<file path="config.mk">
export PLATFORM = sky130hd
export DESIGN_NAME = sd_conv_timing
export DESIGN_NICKNAME = d
export VERILOG_FILES = /design/src/common/sdc_pkg.sv /design/src/common/stage_if.sv /design/src/rtl/sinc_stage.sv /design/src/rtl/sd_conv_timing.sv
export SDC_FILE = /design/constraint.sdc
export NUM_CORES = 2
export LEC_CHECK = 0
export ABC_AREA = 1
export BUFFER_PORTS_ARGS = -buffer_cell sky130_fd_sc_hd__buf_2
export CORE_MARGIN = 3
export CORE_UTILIZATION = 70
export DETAILED_ROUTE_END_ITERATION = 10
export PLACE_DENSITY_LB_ADDON = 0.25
export SETUP_SLACK_MARGIN = 0.15
export SLEW_MARGIN = 5
export SYNTH_ARGS = -nofsm -noshare
export SYNTH_HDL_FRONTEND = slang
export SYNTH_SLANG_ARGS = --single-unit
</file>
<file path="constraint.sdc">
create_clock -name core_clk -period 6.6 [get_ports core_clk]
set_input_delay 0.66 -clock core_clk [delete_from_list [all_inputs] [get_ports core_clk]]
set_output_delay 0.66 -clock core_clk [all_outputs]
set_load 0.005 [all_outputs]
</file>
<file path="src/common/sdc_pkg.sv">
// constants shared by the conversion timing core
// assumes a single system clock feeds every module
package sdc_pkg;
   // modulator tick every six system clocks
   localparam int MOD_DIV        = 6;
   // modulator ticks per filtered result
   localparam int OSR            = 64;
   // filter order
   localparam int SINC_ORDER     = 5;
   // result width delivered to the host
   localparam int RESULT_W       = 20;
   // accumulator width: 1 + order * log2(osr)
   localparam int ACC_W          = 31;
   // ready line low time, in system clocks
   localparam int READY_LOW_CYC  = 6;
   // nominal system clock and result rate, for reference
   localparam int NOM_CLK_HZ     = 9600000;
   localparam int NOM_RATE_HZ    = 25000;
   localparam int CLK_PER_RESULT = NOM_CLK_HZ / NOM_RATE_HZ;
   // reset values
   localparam logic [2:0] DIV_RST = 3'h0;
   localparam logic [5:0] DEC_RST = 6'h00;
   // decoded gain codes
   typedef enum logic [3:0] {
      GAIN_1 = 4'h1,
      GAIN_2 = 4'h2,
      GAIN_4 = 4'h4,
      GAIN_8 = 4'h8
   } gain_t;
endpackage

</file>
<file path="src/common/stage_if.sv">
// interface carrying one integrator or comb stage's data
// assumes producer and consumer share core_clk
`timescale 1ns/100ps
`default_nettype none
interface stage_if #(parameter int W = 31);
   logic [W-1:0] data;
   modport src (output data);
   modport dst (input  data);
endinterface
`default_nettype wire

</file>
<file path="src/rtl/sinc_stage.sv">
// one stage of the sinc filter: integrator or comb
// assumes enables come from the core's tick counters
`timescale 1ns/100ps
`default_nettype none
module sinc_stage #(
   parameter int  W     = 31,
   parameter bit  COMB  = 1'b0
) (
   input  wire logic core_clk,
   input  wire logic rst_n,
   input  wire logic en,
   stage_if.dst      din,
   stage_if.src      dout
);
   typedef struct packed {
      logic [W-1:0] acc;
      logic [W-1:0] dly;
   } st_t;
   st_t st_q, st_d;

   // integrator adds, comb differences against last decimated sample
   always_comb
   begin
      st_d = st_q;
      if (en)
      begin
         if (COMB)
         begin
            st_d.acc = din.data - st_q.dly;
            st_d.dly = din.data;
         end
         else
         begin
            st_d.acc = st_q.acc + din.data;   // wraps by design, modular arithmetic
         end
      end
   end

   always_ff @(posedge core_clk or negedge rst_n)
   begin
      if (!rst_n)
         st_q <= '0;
      else
         st_q <= st_d;
   end

   assign dout.data = st_q.acc;
endmodule
`default_nettype wire

</file>
<file path="src/rtl/sd_conv_timing.sv">
// timing and control core of a single channel delta-sigma converter
// assumes the modulator bit arrives from analog logic outside core_clk
`timescale 1ns/100ps
`default_nettype none
module sd_conv_timing #(
   parameter int MOD_DIV  = sdc_pkg::MOD_DIV,
   parameter int OSR      = sdc_pkg::OSR,
   parameter int RESULT_W = sdc_pkg::RESULT_W
) (
   input  wire logic                core_clk,
   input  wire logic                rst_n,
   input  wire logic                clk_en,
   input  wire logic                mod_bit,
   input  wire logic                gain_sel_msb,
   input  wire logic                gain_sel_lsb,
   output logic                     mod_tick,
   output logic [3:0]               gain,
   output logic [RESULT_W-1:0]      result,
   output logic                     result_ready_n
);
   localparam int ACC_W = sdc_pkg::ACC_W;
   localparam int N     = sdc_pkg::SINC_ORDER;

   // ------------------------------------------------------------
   // state
   // ------------------------------------------------------------
   typedef struct packed {
      logic [2:0]          mod_sync;  // three-stage pin synchroniser
      logic                mod_val;   // accepted modulator bit
      logic [2:0]          msb_sync;
      logic [2:0]          lsb_sync;
      logic [2:0]          div;       // modulator prescaler
      logic [5:0]          dec;       // decimation counter
      logic                tick;
      logic                dec_tick;
      logic                load;
      logic [3:0]          gain;
      logic [RESULT_W-1:0] result;
      logic                rdy_n;
      logic [2:0]          rdy_cnt;
   } st_t;
   st_t st_q, st_d;

   logic [ACC_W-1:0] bit_val;
   logic             bit_agree;
   logic [ACC_W-1:0] comb_out;

   // ------------------------------------------------------------
   // filter chain: five integrators at tick rate, five combs decimated
   // ------------------------------------------------------------
   stage_if #(.W(ACC_W)) chain [0:2*N] ();

   // modulator bit maps to +1/-1; accepted value held while sync stages disagree
   assign bit_agree = st_q.mod_sync[1] == st_q.mod_sync[2];
   assign bit_val   = st_q.mod_val ? ACC_W'(1) : {ACC_W{1'b1}};
   assign chain[0].data = bit_val;

   genvar g;
   generate
      for (g = 0; g < 2*N; g++)
      begin : stg
         sinc_stage #(
            .W    (ACC_W),
            .COMB (g >= N)
         ) u_stage (
            .core_clk (core_clk),
            .rst_n    (rst_n),
            .en       (clk_en & ((g < N) ? st_q.tick : st_q.dec_tick)),
            .din      (chain[g]),
            .dout     (chain[g+1])
         );
      end
   endgenerate
   assign comb_out = chain[2*N].data;

   // ------------------------------------------------------------
   // timing, gain decode and output register
   // ------------------------------------------------------------
   always_comb
   begin
      st_d          = st_q;
      st_d.tick     = 1'b0;
      st_d.dec_tick = 1'b0;
      st_d.load     = st_d.dec_tick;
      // pins cross into core_clk over three flops
      st_d.mod_sync = {st_q.mod_sync[1:0], mod_bit};
      st_d.msb_sync = {st_q.msb_sync[1:0], gain_sel_msb};
      st_d.lsb_sync = {st_q.lsb_sync[1:0], gain_sel_lsb};
      // free running prescaler, no trigger needed
      if (st_q.div == 3'(MOD_DIV - 1))
      begin
         st_d.div  = sdc_pkg::DIV_RST;
         st_d.tick = 1'b1;
      end
      else
         st_d.div  = st_q.div + 3'h1;
      // decimation counts modulator ticks
      if (st_q.tick)
      begin
         if (st_q.dec == 6'(OSR - 1))
         begin
            st_d.dec      = sdc_pkg::DEC_RST;
            st_d.dec_tick = 1'b1;
         end
         else
            st_d.dec = st_q.dec + 6'h01;
      end
      // combs settle one cycle after dec_tick; load the next cycle
      st_d.load = st_q.dec_tick;
      if (st_q.load)
      begin
         st_d.result  = comb_out[ACC_W-1 -: RESULT_W];
         st_d.rdy_n   = 1'b0;
         st_d.rdy_cnt = 3'(sdc_pkg::READY_LOW_CYC - 1);
      end
      else if (!st_q.rdy_n)
      begin
         // low pulse returns high so every word gives a fresh falling edge
         if (st_q.rdy_cnt == 3'h0)
            st_d.rdy_n = 1'b1;
         else
            st_d.rdy_cnt = st_q.rdy_cnt - 3'h1;
      end
      // gain changes only when the last two sync stages agree
      if (st_q.msb_sync[1] == st_q.msb_sync[2] && st_q.lsb_sync[1] == st_q.lsb_sync[2])
      begin
         case ({st_q.msb_sync[2], st_q.lsb_sync[2]})
            2'b00:   st_d.gain = sdc_pkg::GAIN_1;
            2'b01:   st_d.gain = sdc_pkg::GAIN_2;
            2'b10:   st_d.gain = sdc_pkg::GAIN_4;
            default: st_d.gain = sdc_pkg::GAIN_8;
         endcase
      end
      // a half-settled pin edge is not taken until two stages match
      if (bit_agree)
         st_d.mod_val = st_q.mod_sync[2];
   end

   // counters clear at reset for deterministic result timing
   always_ff @(posedge core_clk or negedge rst_n)
   begin
      if (!rst_n)
      begin
         st_q       <= '0;
         st_q.gain  <= sdc_pkg::GAIN_1;
         st_q.rdy_n <= 1'b1;
      end
      else if (clk_en)
         st_q <= st_d;
   end

   assign mod_tick       = st_q.tick;
   assign gain           = st_q.gain;
   assign result         = st_q.result;
   assign result_ready_n = st_q.rdy_n;
endmodule
`default_nettype wire

</file>
==> results by group <==
Outcome
  • Outcome: complete, no violations

Setup path
  • CP max-delay cell: buf_4
  • Worst R2R Setup Slack: 3470 ps
  • FF-to-FF path depth: 6
  • Critical path arrival: 3590 ps
  • FF-to-FF Start: st_d[28]
  • Crit path buf inv count: 2
  • Critical path depth: 6
  • Max Fanout on Critical Path: 101
  • CP cell instances: nand2_4, buf_4, buf_4, a21oi_1, o21ai_0, o21ai_0
  • Crit path capture type: flop
  • Crit start category: flop
  • Crit path max-delay family: buffers and inverters
  • Max stage delay on crit path: 800 ps
  • Worst Path Required: 7060 ps
  • Reg2reg end: stg[6].u_stage.dout.data[2]
  • Crit path kind: flop to flop

Placement
  • Post-Place Cells: 7,346
  • Port bufs: 31
  • GPL Wtd Cong: 0.9624
  • HPWL Detailed: 78,890 um
  • Placement Cell Area: 41,910 sq um

Detailed routing
  • Via Count: 40,170
  • Initial drt markers: 3,312
  • Final ANT Viol Nets: 0
  • Routed len/inst: 14.15 um
  • Routed WL: 105,400 um
  • Pre-antenna DRT Iters: 6
  • DR DRC count: 0
  • Vias per cell: 5.393

Die
  • Die height: 248.9 um
  • Die width: 248.9 um
  • Row count: 88
  • Core Area: 58,030 sq um
  • Initial Util: 0.7120
  • IO Pins: 32
  • Full die area: 61,970 sq um

Cells and area
  • Area grow syn2layout: 6.345%
  • Final Instance Area: 43,930 sq um
  • Fin nets: 6,954
  • Fin util: 0.7572
  • Register area: 12,610 sq um
  • Final non-filler cell total: 7,449
  • Layout cells sized above 1: 0.03037
  • Fill cells: 4,709
  • Ant. Diodes: 0
  • Multi-input logic area: 23,290 sq um

Synth
  • Top cells by count, synth: nand2_1, inv_1, dfrtp_1
  • Synth Register Bits: 504
  • Synthesized instance count: 6,671
  • Synth cell types: 37
  • Synth warn: 0
  • Post-synth EDFFs: 0
  • Register area share after synthesis: 0.3053
  • Syn nets: 6,987
  • Synth top area share: 0.3041
  • Synth Flop Type: dfrtp_1
  • Synthesized area: 41,310 sq um
  • Synth Area per Inst: 6.193 sq um
  • Most frequent cell after synthesis: nand2_1
  • Synth async-reset ratio: 1.000
  • Synth area leaders: dfrtp_1, nand2_1, inv_1
  • Biggest area consumer among synthesized cells: dfrtp_1

Worst hold path
  • Hold Crit Class: primary input to async pin

GRT
  • GR Util All Layers: 0.3357
  • Initial antenna violation count: 0
  • Grt total ovfl: 0
  • First-pass GRT wire length: 176,900 um
  • Pin count of the biggest net entering global routing: 187
  • Vias in the first global route: 37,250

STA
  • Final setup fails: 0
  • Final period utilization: 0.4739
  • Clk_skew: 17.72 ps
  • Slew HR: 0.2241
  • Minimum clock period: 3128 ps
  • Setup TNS: 0 ps
  • RSZ-0062 raised after global routing: false
  • Slew @ Worst Pin: 1163 ps
  • Fin. max-slew vios: 0
  • Max frequency: 319.7 MHz
  • Final hold vios: 0

Clock network
  • CTS Buf Count: 55
  • Clock tree buffer depth: 3
  • Skew-Pair Late Insertion Delay: 630 ps
  • H-tree depth: 2
  • CTS tree: built
  • CTS Hold Bufs: 0
  • Clock Sinks: 504
  • Total setup buffers inserted after CTS: 0
  • Clock transition at path regs: 60 ps
  • CTS root buffer: clkbuf_16
  • CTS resizes: 0

Power
  • Tot Pwr: 14,160 uW
  • Lkg Pwr: 0.02651 uW
  • Worst vdd ir: 0.0002943 V
  • Pwr dens: 322.3 nW/um^2

Flow run
  • Maximum capacitance violations: 0
[layer usage]
metal / routed length [um] / track usage / part of all wire / vias to the layer above
met1: 46850 / 0.4592 / 0.44 / 18340
met2: 49020 / 0.5614 / 0.47 / 1286
met5: 0 / 0 / 0 / -
met4: 3080 / 0.1074 / 0.029 / 0
li1: - / - / - / 20310
met3: 6448 / 0.03706 / 0.061 / 230
[worst max path at each step]
stage	startpoint	endpoint
4_1_cts	st_d[28]	stg[6].u_stage.dout.data[2]
3_3_place_gp	clk_en	stg[6].u_stage.dout.data[2]
5_1_grt	st_d[28]	stg[6].u_stage.dout.data[2]
6_report	st_d[28]	stg[6].u_stage.dout.data[2]
3_5_place_dp	clk_en	stg[7].u_stage.dout.data[2]
2_1_floorplan	st_q[46]	stg[0].u_stage.dout.data[12]
[power breakdown]
| part | leakage [uW] | switching, uW | internal, uW |
|---|---|---|---|
| clock network | 0.000976 | 1360 | 2100 |
| logic | 0.0194 | 4180 | 2350 |
| registers | 0.00610 | 622 | 3550 |
[state kept, by name, summed over array words and instances, names as in the netlist]
signal	count
gain	4
mod_tick	1
result_ready_n	1
st_q	17
result	20
st_d	7
stg.u_stage.dout.data	299
stg.u_stage.st_q	155
[cells by family after synthesis]
group	after synthesis	synth area share
simple gates	3722	0.3620
buf+inv	1399	0.1313
compound gates	595	0.07502
flops	504	0.3053
fa+ha+maj	310	0.09552
xor+xnor	125	0.02650
mux	16	0.004361
[layout make-up]
type	instances	area share
flip-flops and latches	504	0.2871
clock inverters	28	0.01017
repair buffers	39	0.006265
clock buffers	75	0.03583
inverters	1270	0.1087
well taps	765	0.02179
multi-input cells	4768	0.5301
[per-stage QoR]
step | setup slack, ps | hold WS [ps]
after floorplan | 4296 | 364.4
after global placement | 3138 | 435.5
after detailed placement | 3053 | 447.4
after CTS | 3487 | 46.16
after global routing | 3200 | 70.81
final | 3472 | 6.417
[cell usage in the layout, fill, tap and decap left out, types with 20 or more instances in the layout]
cell type	netlist	layout
nand2_1	2731	2730
inv_1	1266	1265
dfrtp_1	502	502
nand3_1	455	455
nor2_1	393	393
o21ai_0	307	307
ha_1	301	301
a21oi_1	214	214
xnor2_1	111	111
clkbuf_16	0	57
nand4_1	37	37
buf_2	63	30
o21ai_1	28	28
o21bai_1	26	26
nand3b_1	25	25
nor3_1	20	20
(Power assumes the default switching activity.)
